`src/jmf_map.vh`:
```
// marker codes and framer constants for the marker segment framer
`ifndef JMF_MAP_VH
`define JMF_MAP_VH
`define JMF_ESC        8'hff
`define JMF_STUFF      8'h00
`define JMF_RESERVED   8'h01
`define JMF_SDNORM     8'h02
`define JMF_SDRESET    8'h03
`define JMF_ABORT      8'h04
`define JMF_NEWLEN     8'h05
`define JMF_ATMOVE     8'h06
`define JMF_COMMENT    8'h07
`define JMF_FIFO_WIDTH 8
`define JMF_FIFO_DEPTH 32
`define JMF_FIFO_AW    5
`define JMF_ATM_LEN    3'h6
`define JMF_NEWLEN_LEN 3'h4
`define JMF_CLEN_LEN   3'h4
`endif
```
`src/jmf_fifo.v`:
```
// synchronous fifo with valid and ready on both sides
`default_nettype none
module jmf_fifo #(
    parameter WIDTH = 8,
    parameter DEPTH = 32,
    parameter AW    = 5
) (
    input  wire             mclk,
    input  wire             rstn,
    input  wire [WIDTH-1:0] in_data,
    input  wire             in_valid,
    output wire             in_ready,
    output reg  [WIDTH-1:0] out_data,
    output reg              out_valid,
    input  wire             out_ready
);
    reg [WIDTH-1:0] mem [0:DEPTH-1];
    reg [AW-1:0]    wptr;
    reg [AW-1:0]    rptr;
    reg [AW:0]      count;
    wire            push;
    wire            pop;
    wire            mem_empty;

    assign mem_empty = (count == {(AW+1){1'b0}});
    assign in_ready  = (count != DEPTH[AW:0]);
    assign push      = in_valid && in_ready;
    // output register refills whenever memory holds data and the register is empty or being taken
    assign pop       = !mem_empty && (!out_valid || out_ready);

    always @(posedge mclk)
    begin
        if (push)
            mem[wptr] <= in_data;
    end

    always @(posedge mclk)
    begin
        if (!rstn)
        begin
            wptr      <= {AW{1'b0}};
            rptr      <= {AW{1'b0}};
            count     <= {(AW+1){1'b0}};
            out_valid <= 1'b0;
            out_data  <= {WIDTH{1'b0}};
        end
        else
        begin
            if (push)
                wptr <= wptr + 1'b1;
            if (pop)
            begin
                rptr     <= rptr + 1'b1;
                out_data <= mem[rptr];
            end
            if (push && !pop)
                count <= count + 1'b1;
            else if (pop && !push)
                count <= count - 1'b1;
            if (pop)
                out_valid <= 1'b1;
            else if (out_ready)
                out_valid <= 1'b0;
        end
    end
endmodule
`default_nettype wire

```
`src/jmf_framer.v`:
```
// marker layer parser: byte stream in, unstuffed coded data and fields out
// Functional notes
// (RL1) at move: escape, 06h, four-byte line number field
// (RL2) then one horizontal offset byte, then one vertical offset byte
// (RL3) new length: escape, 05h, four-byte new vertical dimension
// (RL4) comment: escape, 07h, four-byte count, count bytes skipped
// (RL5) stripe ends with escape then 02h normal or reset code
// (RL6) coded data is byte stuffed so escape never starts a false marker
// (RL7) abort: escape, 04h, ends the image data stream early
// (RL8) escape then 01h is the reserved marker, never generated
// (RL9) stream is units of floating markers then one stripe entry
// (RL10) outside logic handles inter-stripe markers around the coder
// (RL11) after reset terminator outside logic reinitialises coder state
// (RL12) escape then 00h is a literal escape, other values are markers
`default_nettype none
`include "jmf_map.vh"
module jmf_framer (
    input  wire        mclk,
    input  wire        rstn,
    input  wire [7:0]  in_data,
    input  wire        in_valid,
    output wire        in_ready,
    output wire [7:0]  cd_data,
    output wire        cd_valid,
    input  wire        cd_ready,
    output reg  [31:0] at_line,
    output reg  [7:0]  at_x,
    output reg  [7:0]  at_y,
    output reg         at_stb,
    output reg  [31:0] new_lines,
    output reg         newlen_stb,
    output reg         stripe_end,
    output reg         stripe_reset,
    output reg         abort_seen,
    output reg         reserved_err,
    output reg         in_stripe
);
    // ************************************************
    // parser states
    // ************************************************
    localparam ST_DATA = 3'h0;
    localparam ST_ESC  = 3'h1;
    localparam ST_ATM  = 3'h2;
    localparam ST_NLEN = 3'h3;
    localparam ST_CLEN = 3'h4;
    localparam ST_CSKP = 3'h5;
    localparam ST_DONE = 3'h6;

    reg  [2:0]  state;
    reg  [2:0]  next_state;
    reg  [2:0]  idx;
    reg  [47:0] shreg;
    reg  [31:0] skip;
    reg  [7:0]  f_data;
    reg         f_valid;
    wire        f_ready;
    wire        take;
    wire        byte_ok;

    // ************************************************
    // coded data buffer toward the coder
    // ************************************************
    jmf_fifo #(
        .WIDTH (`JMF_FIFO_WIDTH),
        .DEPTH (`JMF_FIFO_DEPTH),
        .AW    (`JMF_FIFO_AW)
    ) u_fifo (
        .mclk      (mclk),
        .rstn      (rstn),
        .in_data   (f_data),
        .in_valid  (f_valid),
        .in_ready  (f_ready),
        .out_data  (cd_data),
        .out_valid (cd_valid),
        .out_ready (cd_ready)
    );

    // stall input while a data byte cannot be pushed
    assign in_ready = (state != ST_DONE) && (!f_valid || f_ready);
    assign take     = in_valid && in_ready;
    assign byte_ok  = take;

    // ************************************************
    // next state
    // ************************************************
    always @*
    begin
        next_state = state;
        case (state)
            ST_DATA:
                if (take && in_data == `JMF_ESC)
                    next_state = ST_ESC;
            ST_ESC:
                if (take)
                begin
                    case (in_data)
                        `JMF_STUFF:   next_state = ST_DATA;  // [RL12] [RL6]
                        `JMF_ATMOVE:  next_state = ST_ATM;   // [RL1]
                        `JMF_NEWLEN:  next_state = ST_NLEN;  // [RL3]
                        `JMF_COMMENT: next_state = ST_CLEN;  // [RL4]
                        `JMF_ABORT:   next_state = ST_DONE;  // [RL7]
                        default:      next_state = ST_DATA;
                    endcase
                end
            ST_ATM:
                if (take && idx == `JMF_ATM_LEN - 3'h1)
                    next_state = ST_DATA;
            ST_NLEN:
                if (take && idx == `JMF_NEWLEN_LEN - 3'h1)
                    next_state = ST_DATA;
            ST_CLEN:
                if (take && idx == `JMF_CLEN_LEN - 3'h1)
                    next_state = ({shreg[23:0], in_data} == 32'h0) ?
                                 ST_DATA : ST_CSKP;
            ST_CSKP:
                if (take && skip == 32'h1)
                    next_state = ST_DATA;
            ST_DONE:
                next_state = ST_DONE;
            default:
                next_state = ST_DATA;
        endcase
    end

    // ************************************************
    // datapath and event pulses
    // ************************************************
    always @(posedge mclk)
    begin
        if (!rstn)
        begin
            state        <= ST_DATA;
            idx          <= 3'h0;
            shreg        <= 48'h0;
            skip         <= 32'h0;
            f_data       <= 8'h00;
            f_valid      <= 1'b0;
            at_line      <= 32'h0;
            at_x         <= 8'h00;
            at_y         <= 8'h00;
            at_stb       <= 1'b0;
            new_lines    <= 32'h0;
            newlen_stb   <= 1'b0;
            stripe_end   <= 1'b0;
            stripe_reset <= 1'b0;
            abort_seen   <= 1'b0;
            reserved_err <= 1'b0;
            in_stripe    <= 1'b0;
        end
        else
        begin
            state        <= next_state;
            at_stb       <= 1'b0;
            newlen_stb   <= 1'b0;
            stripe_end   <= 1'b0;
            stripe_reset <= 1'b0;
            reserved_err <= 1'b0;
            if (f_valid && f_ready)
                f_valid <= 1'b0;
            if (byte_ok)
            begin
                shreg <= {shreg[39:0], in_data};
                if (state == ST_ATM || state == ST_NLEN || state == ST_CLEN)
                    idx <= idx + 3'h1;
                else
                    idx <= 3'h0;
                case (state)
                    ST_DATA:
                        if (in_data != `JMF_ESC)
                        begin
                            f_data    <= in_data;
                            f_valid   <= 1'b1;
                            in_stripe <= 1'b1;  // [RL9]
                        end
                    ST_ESC:
                        case (in_data)
                            `JMF_STUFF:
                            begin
                                f_data    <= `JMF_ESC;  // [RL12]
                                f_valid   <= 1'b1;
                                in_stripe <= 1'b1;
                            end
                            `JMF_SDNORM:
                            begin
                                stripe_end <= 1'b1;  // [RL5]
                                in_stripe  <= 1'b0;  // [RL9]
                            end
                            `JMF_SDRESET:
                            begin
                                stripe_end   <= 1'b1;  // [RL5]
                                stripe_reset <= 1'b1;  // [RL11]
                                in_stripe    <= 1'b0;
                            end
                            `JMF_ABORT:
                                abort_seen <= 1'b1;  // [RL7]
                            `JMF_ATMOVE, `JMF_NEWLEN, `JMF_COMMENT:
                                idx <= 3'h0;
                            default:
                                reserved_err <= 1'b1;  // [RL8]
                        endcase
                    ST_ATM:
                        if (idx == `JMF_ATM_LEN - 3'h1)
                        begin
                            at_line <= shreg[39:8];  // [RL1]
                            at_x    <= shreg[7:0];   // [RL2]
                            at_y    <= in_data;      // [RL2]
                            at_stb  <= 1'b1;
                        end
                    ST_NLEN:
                        if (idx == `JMF_NEWLEN_LEN - 3'h1)
                        begin
                            new_lines  <= {shreg[23:0], in_data};  // [RL3]
                            newlen_stb <= 1'b1;
                        end
                    ST_CLEN:
                        if (idx == `JMF_CLEN_LEN - 3'h1)
                            skip <= {shreg[23:0], in_data};  // [RL4]
                    ST_CSKP:
                        skip <= skip - 32'h1;  // [RL4]
                    default:
                        idx <= 3'h0;
                endcase
            end
        end
    end
endmodule
`default_nettype wire

```
`config.mk`:
```
export PLATFORM = sky130hd
export DESIGN_NAME = jmf_framer
export DESIGN_NICKNAME = d
export VERILOG_FILES = /design/src/jmf_fifo.v /design/src/jmf_framer.v
export VERILOG_INCLUDE_DIRS = /design/src
export SDC_FILE = /design/constraint.sdc
export NUM_CORES = 1
export LEC_CHECK = 0
export BUFFER_PORTS_ARGS = -buffer_cell sky130_fd_sc_hd__buf_2
export CORE_UTILIZATION = 55
export CTS_CLUSTER_DIAMETER = 30
export DETAILED_ROUTE_END_ITERATION = 12
export GPL_TIMING_DRIVEN = 0
export PLACE_DENSITY = 0.76
export SYNTH_ARGS = -nofsm -noshare
export SYNTH_HDL_FRONTEND = slang
export SYNTH_SLANG_ARGS = --single-unit
```
`constraint.sdc`:
```
create_clock -name mclk -period 3 [get_ports mclk]
set_input_delay 0.75 -clock mclk [delete_from_list [all_inputs] [get_ports mclk]]
set_output_delay 0.75 -clock mclk [all_outputs]
set_load 0.005 [all_outputs]
```
Yosys cells after proc, flatten, opt, wreduce, memory -nomap -nowiden
Memories as Yosys holds them, arrays and structs flattened. A register that Yosys moved wholly into a read port is not among the register bits.
Cells that the tools add are included.
- reductions and logical operators: 42
- equality and inequality tests: 29
- multiplexer cells: 36
- add/subtract/negate cells: 6
- operators by type and width (kind ; number):
    case mux 32 bit (2 select lines) ; 1
    equality test 32 x 1 -> 1 bit (second input constant) ; 1
    equality test 8 x 3 -> 1 bit (second input constant) ; 4
    zero test 32 bit ; 1
    2-to-1 mux 32 bit ; 1
    subtractor 32 x 1 -> 32 bit (second input constant) ; 1
    2-to-1 mux 3 bit ; 9
    case mux 3 bit (7 select lines) ; 1
    AND reduction 3 bit ; 7
    != test 2 bit (second input constant) ; 9
    equality test 8 x 2 -> 1 bit (second input constant) ; 2
    2-to-1 mux 8 bit ; 2
    case mux 8 bit (2 select lines) ; 1
    2-to-1 mux 1 bit ; 14
    equality test 3 bit (second input constant) ; 4
    2-to-1 mux 6 bit ; 2
    case mux 3 bit (4 select lines) ; 1
    adder 5 x 1 -> 5 bit (second input constant) ; 2
    logical AND 1 bit ; 10
    equality test 3 x 2 -> 1 bit (second input constant) ; 3
    equality test 8 bit (second input constant) ; 1
    zero test 8 bit ; 1
    != test 8 bit (second input constant) ; 1
    AND reduction 4 bit ; 2
    other kinds (18) ; 32
- output and inout bits: 97
- memory bits (writable): 256
- memories kept: 1
- bits in registers: 191
- bits of input ports: 12
- memory list (memory ; words ; bits a word ; rd ports ; clocked after memory_dff ; wr ports ; RTL line ; RTL):
    u_fifo.mem ; 32 ; 8 ; 1 ; 1 ; 1 ; jmf_fifo.v:17 ; reg [WIDTH-1:0] mem [0:DEPTH-1];

Logic depth before layout (Yosys ltp)
Gate-level depths: netlist of the first run.
- word-level depth: 7
- gate-level depth with buffers: 16
- gate-level depth less buffers: 13

By module
A second synthesis of the first run with hierarchy kept.
- cell total of the unflattened synthesis: 1535
- area total of the unflattened synthesis: 18418.9 um^2
- modules (own cells, without submodules) (module ; instances ; area each (um^2) ; sequential area each (um^2) ; cells an instance):
    jmf_fifo ; 1 ; 11123.2 ; 8187.9 ; 594
    jmf_framer ; 1 ; 7295.7 ; 3483.3 ; 941

Least setup slack after synthesis of the first run
OpenSTA, ideal clock, no wires.
- path kind: reg2reg
- start point: register u_fifo.count[0]
- end point: register u_fifo.count[5]
- setup time: 0.128 ns
- arrival time: 3.005 ns
- data required time: 2.872 ns
- cell stages (with the launch flop): 16
- buffers on the path: 3
- slack: -0.133 ns
- clock period less this slack: 3.133 ns
- path through: dfxtp_1 or3_1 clkbuf_1 nor4_1 nor2b_1 clkbuf_1 clkbuf_1 inv_1 ha_1 inv_1 ha_1 nor2b_1 a311oi_1 o311ai_0 xnor2_1 nor2_1
- word-level cells in the longest chain between the ends: 6
- elaborated cells on any way between the ends: 14
- those cells by class: add/sub: 2; eq/ne: 1; mux: 2; reduce/logical: 9
- RTL lines (element ; RTL line ; RTL):
    from (decl) ; jmf_fifo.v:20 ; reg [AW:0] count;
    from (signal assigned) ; jmf_fifo.v:43 ; count <= {(AW+1){1'b0}};
    from (signal assigned) ; jmf_fifo.v:57 ; count <= count + 1'b1;
    from (signal assigned) ; jmf_fifo.v:59 ; count <= count - 1'b1;
    branches (longest 6 deep; another with subtractor 6 x 1 -> 6 bit) ; - ;
Parallel ways; which one is timed is not known. The select of a mux whose other input is x is not followed.
A chain may end at the register's enable or synchronous reset.

Worst setup path after layout of the first run
- start point: register skip[0]
- end point: register skip[18]
- word-level cells in the longest chain between the ends: 2
- RTL lines (element ; RTL line ; RTL):
    from (decl) ; jmf_framer.v:53 ; reg [31:0] skip;
    from (signal assigned) ; jmf_framer.v:217 ; skip <= {shreg[23:0], in_data};
    from (signal assigned) ; jmf_framer.v:219 ; skip <= skip - 32'h1;
    subtractor 32 x 1 -> 32 bit ; jmf_framer.v:219 ;
    case mux 32 bit (2 select lines) ; jmf_framer.v:167 ; case (state)
No other way between the ends.

==> results of run 1 <==
==> power by group through the flow <==
stage               logic (mW)  registers, mW  clock network [mW]
CTS                       2.86           7.35                8.69
global route              3.17           7.38                8.99
detailed placement        2.67           7.44                   0
global placement          2.60           7.42                   0
floorplan                 1.94           7.27                   0
finish                    2.96           7.36                8.65
==> tightest hold or removal path, delay by kind of cell, from the launching register on <==
kind,cells,cell delay [ns]
compound gates,1,0.05
simple gates,1,0.05
flops,1,0.30
==> stage by stage <==
step / area [um2] / setup WS [ns]
2_1_floorplan: 18300 / 0.00635
3_3_place_gp: 19300 / -0.489
3_5_place_dp: 19300 / -0.522
4_1_cts: 22000 / -0.0414
5_1_grt: 22000 / -0.0492
6_report: 22000 / 0.0482
==> cell usage in the layout (no fill, tap or decap), drive strengths merged, types with 7 or more instances in the layout <==
master    instances
a211oi           15
nand4            10
o31ai             7
nor2            146
or3               8
mux2i            64
o22ai            19
or4               7
clkinv           12
o21ai            30
clkinvlp         12
o221a            11
nand3             9
o221ai           11
a22o             10
nand2           226
xor2              8
buf             125
nor2b             7
a22oi            22
edfxtp          256
a21oi           136
nor4             23
ha               15
clkbuf          180
mux4             49
nor3             17
dfxtp           199
inv              36
==> timing repair <==
action / CTS / global route
endpoints found under the setup margin: 280 / 31
buffers inserted: 2 / 2
pin swaps: 2 / 7
resized for setup: 16 / 15
==> area by class of cell <==
class | count | share of cell area (%)
tap | 442 | 2.51
inverter | 16 | 0.284
antenna | 2 | 0.0227
sequential | 455 | 53.0
multi-input combinational | 922 | 28.1
clock buffer | 98 | 9.71
buffer | 102 | 1.94
clock inverter | 47 | 2.09
timing repair buffer | 105 | 2.43
==> layer usage <==
layer / routed length, um / track usage [%] / vias to the layer above
met5: 0 / 0 / -
met4: 2620 / 16.1 / 0
met3: 4640 / 7.15 / 196
met2: 25100 / 51.2 / 840
met1: 19000 / 37.3 / 6614
li1: - / - / 5952
==> worst max-delay path by stage <==
stage | start | end | slack, ns | cells past startpoint
after global placement | cd_ready | u_fifo.count[5] | -0.49 | 15
final | skip[0] | skip[18] | 0.05 | 10
after floorplan | u_fifo.count[0] | u_fifo.count[5] | 0.006 | 15
after detailed placement | u_fifo.count[0] | u_fifo.count[5] | -0.52 | 15
after global routing | skip[0] | skip[18] | -0.05 | 10
after CTS | u_fifo.count[1] | u_fifo.count[4] | -0.04 | 14
==> logic make-up (layout without fill, tap and decap cells) <==
kind of cell,Yosys count,count (layout)
fa+ha+maj,16,16
simple gates,478,478
buf+inv,120,368
xor+xnor,13,13
flops,455,455
compound gates,302,302
mux,113,113
other cells,0,2
==> state kept, by name (all words and copies together) (netlist names), 5 cells and up <==
register,flops
shreg,40
u_fifo.rptr,5
skip,32
u_fifo.wptr,5
u_fifo.out_data,8
u_fifo.count,6
new_lines,32
f_data,8
u_fifo.mem,256
at_line,32
at_x,8
at_y,8
==> results.json, run 1 <==
{
  "status": "completed",
  "power_leakage_nw": 7.99,
  "vias": 13600,
  "core.rowCount": 66,
  "crit_buf_inv": 3,
  "drtIter0Drc": 1386,
  "sw_frac_of_total_pct": 27.9,
  "r2r-start": "skip[0]",
  "hold_end": "at_line[15]",
  "ys_warn_count": 0,
  "p_int_mw": 13.7,
  "p_sw_mw": 5.30,
  "synth_simple_gate_area_share_pct": 11.5,
  "finalCritPeriodShare_pct": 98.4,
  "setup_viol": 0,
  "startpoint_type": "flip-flop",
  "worstSetupPathType": "flip-flop to flip-flop",
  "grt_pass1_vias": 13400,
  "slew_viol_final": 0,
  "io_buffers": 101,
  "num_io_pins": 109,
  "rsz0062_at_grt": "true",
  "slew_headroom_pct": 4.28,
  "postRouteAntennaNets": 0,
  "crit_chain": "inv_1 > ha_1 > or3b_1 > clkbuf_1 > or4_2 > clkbuf_1 > nor2_2 > a31oi_1 > a211oi_1 > nor3_1",
  "grt_overflow": 0,
  "clockPowerShare_pct": 45.6,
  "cts_max_level": 3,
  "viasPerCell": 6.21,
  "maxCapViolCount": 0,
  "dieArea_um2": 33900,
  "fillers": 2296,
  "synth_common_cells": "edfxtp_1, nand2_1, dfxtp_1",
  "track_usage_pct": 30.7,
  "fin_crit_ns": 2.95,
  "cp_common_cell": "clkbuf_1",
  "combPwrFrac_pct": 15.6,
  "ys_ff_latch": 455,
  "synthXorXnorAreaFrac_pct": 0.624,
  "fin_cells": 2189,
  "seqCellArea_um2": 11700,
  "max_freq_mhz": 339,
  "layout.nets": 1710,
  "fin_setup_tns_ns": 0,
  "grt_pass1_wl_um": 77500,
  "r2r_cells": 10,
  "ys_types": 72,
  "syn_area_per_cell_um2": 12.2,
  "synthArstFlopShare_pct": 0,
  "drc": 0,
  "synth_compound_area_share_pct": 10.6,
  "fin_total_pwr_mw": 19.0,
  "die_x_um": 184,
  "drive_gt1_share_pct": 20.3,
  "cts-root-buf": "clkbuf_16",
  "rrSetupSlack_ns": 0.05,
  "wirelength_um": 51400,
  "worstHoldStart": "at_line[15]",
  "power_density_nw_per_um2": 861,
  "slowest_delay_ns": 0.65,
  "yosysTopAreaCellShare_pct": 42.1,
  "numClockSinks": 455,
  "vdd_drop_max_mv": 0.419,
  "synthMuxAreaShare_pct": 9.56,
  "synth_largest_area_cell": "edfxtp_1",
  "multi_input_area_um2": 6190,
  "rr_endpoint": "skip[18]",
  "syn_inst": 1497,
  "place.gp.congestion": 0.914,
  "cp.arrival_ns": 3.41,
  "synth_area_um2": 18300,
  "yosysSeqAreaShare_pct": 63.9,
  "hold_viol": 0,
  "worst-endpoint-required_ns": 3.46,
  "clk_pin_slew_ns": 0.05,
  "endpoint_kind": "flip-flop",
  "yosys-top-cells-area": "edfxtp_1, dfxtp_1, mux4_2",
  "cts_buffers": 80,
  "yosysMostFrequentCell": "edfxtp_1",
  "clk_latency_ns": 0.58,
  "slowest_stage": "or4_2",
  "cts_hold_buf": 0,
  "final_util_pct": 67.6,
  "hold_path_depth": 2,
  "hold_path.class": "flip-flop to flip-flop",
  "start_util_pct": 56.0,
  "yosys.area_share.adder_pct": 1.14,
  "synth_top_family_by_area": "simple AND/OR/NAND/NOR gates",
  "fp.coreArea_um2": 32600,
  "placed_cells": 2040,
  "fin_hold_ws_ns": 0.450,
  "wl_per_cell_um": 23.5,
  "critical-path-top-delay-family": "simple AND/OR/NAND/NOR gates",
  "synth_edf_count": 256,
  "fp.dieH_um": 184,
  "grt_max_degree": 34,
  "synth_ff_type": "edfxtp_1",
  "worstMarginPinSlew_ns": 1.43,
  "antenna_found_initial": 2,
  "dpl.hpwl_um": 31600,
  "worstPathMaxFanout": 7,
  "syn-num-nets": 1525,
  "clockBufferDepth": 3,
  "cts_tree": "yes",
  "seqPwrFrac_pct": 38.8,
  "dr.pass1.iters": 6,
  "skew_ns": 0.0283,
  "syn_to_final_growth_pct": 20.8
}
Power figures use the tool's default switching activity.
==> run 2, diff against run 1 <==
--- a/config.mk
+++ b/config.mk
@@ -7,11 +7,10 @@
 export NUM_CORES = 1
 export LEC_CHECK = 0
 export BUFFER_PORTS_ARGS = -buffer_cell sky130_fd_sc_hd__buf_2
-export CORE_UTILIZATION = 55
+export CORE_UTILIZATION = 45
 export CTS_CLUSTER_DIAMETER = 30
 export DETAILED_ROUTE_END_ITERATION = 12
 export GPL_TIMING_DRIVEN = 0
-export PLACE_DENSITY = 0.76
 export SYNTH_ARGS = -nofsm -noshare
 export SYNTH_HDL_FRONTEND = slang
 export SYNTH_SLANG_ARGS = --single-unit
==> run 2 against run 1 <==
Effect of this change: hold slack hardly changed; non-clock buffer count is 2 lower; via count is 4.2% lower; worst setup slack better by 0.045 ns; first-iteration DRC count is 16% lower; sequential share of layout area is 1.8 points lower; die area is 22% higher; count of clock-buffer cells in the layout is 23 higher; cell area is 3.5% higher; largest power group unchanged.
==> results.json, run 2 (same netlist as run 1, synthesis figures left out) <==
{
  "status": "completed",
  "num_io_pins": 109,
  "drive_gt1_share_pct": 20.9,
  "top_regs": "u_fifo.mem: 256 flops, shreg: 40 flops",
  "mostFrequentLayoutCells": "edfxtp_1, nand2_1, dfxtp_1",
  "crit_chain": "or3_4 > nor4_4 > nor2b_4 > clkbuf_8 > inv_1 > ha_4 > inv_2 > ha_1 > nor2b_1 > a311oi_1 > o311ai_2 > xnor2_1 > nor2_1",
  "postRouteAntennaNets": 0,
  "seqCellArea_um2": 11700,
  "hold_viol": 0,
  "hold_path.class": "primary input to flip-flop",
  "place.gp.congestion": 0.912,
  "grt_max_degree": 34,
  "fp.coreArea_um2": 39800,
  "final_common_cell": "edfxtp_1",
  "power_leakage_nw": 8.35,
  "syn_to_final_growth_pct": 25.0,
  "wl_per_cell_um": 22.0,
  "maxCapViolCount": 0,
  "max_freq_mhz": 344,
  "numClockSinks": 455,
  "largest-register": "u_fifo.mem",
  "final_util_pct": 57.3,
  "fin_crit_ns": 2.91,
  "dieArea_um2": 41400,
  "track_usage_pct": 24.7,
  "layout.nets": 1724,
  "fin_cells": 2304,
  "skew_ns": 0.0236,
  "rrSetupSlack_ns": 0.09,
  "finalCritPeriodShare_pct": 96.9,
  "slowest_delay_ns": 0.43,
  "vdd_drop_max_mv": 0.642,
  "fp.dieH_um": 203,
  "cts_tree": "yes",
  "clockBufferDepth": 3,
  "dpl.hpwl_um": 33800,
  "startpoint_type": "flip-flop",
  "endpoint": "u_fifo.count[5]",
  "grt_pass1_wl_um": 76800,
  "cts-root-buf": "clkbuf_16",
  "power_density_nw_per_um2": 911,
  "clk_pin_slew_ns": 0.04,
  "endpoint_kind": "flip-flop",
  "antenna_found_initial": 0,
  "drc": 0,
  "fillers": 3330,
  "dr.pass1.iters": 5,
  "pre_cts_ws_ns": -0.611,
  "clk_latency_ns": 0.62,
  "fin_setup_tns_ns": 0,
  "worstSetupStartpoint": "u_fifo.count[2]",
  "placed_cells": 2123,
  "largest_reg_flops": 256,
  "die_x_um": 203,
  "setup_viol": 0,
  "worstPathMaxFanout": 10,
  "fin_area_um2": 22800,
  "drtIter0Drc": 1158,
  "worstMarginPinSlew_ns": 1.30,
  "worstSetupPathType": "flip-flop to flip-flop",
  "io_buffers": 101,
  "vias": 13000,
  "rr_endpoint": "u_fifo.count[5]",
  "finalWorstSetupSlack_ns": 0.0931,
  "slew_headroom_pct": 13.1,
  "cp.arrival_ns": 3.37,
  "r2r-start": "u_fifo.count[2]",
  "diodes": 0,
  "cts_buffers": 96,
  "viasPerCell": 5.66,
  "r2r_cells": 13,
  "place_area_um2": 19400,
  "cts_hold_buf": 0,
  "slew_viol_final": 0,
  "slowest_stage": "or3_4",
  "multi_input_area_um2": 6180,
  "start_util_pct": 45.8,
  "core.rowCount": 73,
  "wirelength_um": 50700,
  "grt_pass1_vias": 12900,
  "grt_overflow": 0,
  "rsz0062_at_grt": "true",
  "worst-endpoint-required_ns": 3.46,
  "cts_max_level": 3
}
run 2: area by class of cell:
class | instances | area share (%)
repair buffers | 104 | 2.31
inverters | 16 | 0.263
plain buffers | 101 | 1.85
clock inverters | 60 | 3.10
multi-input cells | 922 | 27.1
well taps | 525 | 2.88
clock buffers | 121 | 11.3
flip-flops and latches | 455 | 51.2
run 2: stage by stage:
stage | power (mW) | hold slack, ns
global route | 21.5 | 0.451
detailed placement | 10.2 | 0.445
global placement | 10.1 | 0.442
CTS | 20.9 | 0.438
finish | 20.8 | 0.450
floorplan | 9.21 | 0.432
run 2: power breakdown:
group          switching (mW)  total [mW]  internal, mW
logic                    1.61        2.86          1.25
registers               0.376        7.34          6.97
clock network            3.40        10.6          7.19
total                    5.39        20.8          15.4
run 2: worst min path at each step:
stage               startpoint          endpoint  slack [ns]  depth (start not counted)
floorplan              skip[6]           skip[6]        0.43                          2
global placement       at_y[7]           at_y[7]        0.44                          2
detailed placement     at_y[7]           at_y[7]        0.44                          2
CTS                   cd_ready  u_fifo.out_valid        0.44                          3
global route          cd_ready  u_fifo.out_valid        0.45                          3
finish                cd_ready  u_fifo.out_valid        0.45                          3
run 2: critical path, delay by kind of cell (launching register included):
family | cells | cell delay (ns)
adders and majority gates | 2 | 0.51
and+or+nand+nor | 5 | 0.96
xor gates and xnor gates | 1 | 0.17
AOI/OAI and AO/OA | 2 | 0.44
buffers and inverters | 3 | 0.36
DFF | 1 | 0.33
run 2: repair_timing:
| action | 4_1_cts | 5_1_grt |
|---|---|---|
| setup endpoints to repair | 269 | 272 |
| buffers inserted | 2 | 1 |
| gates cloned | 0 | 0 |
| resized for setup | 12 | 15 |
| pin swaps | 3 | 4 |
run 2: per-layer routing:
metal  track usage (%)  vias up  share of wire [%]
met5                 0        -                  0
met4              11.0        0                3.5
met3              4.87      116                6.6
met2              41.3      499                 49
met1              30.9     6414                 41
li1                  -     6001                  -
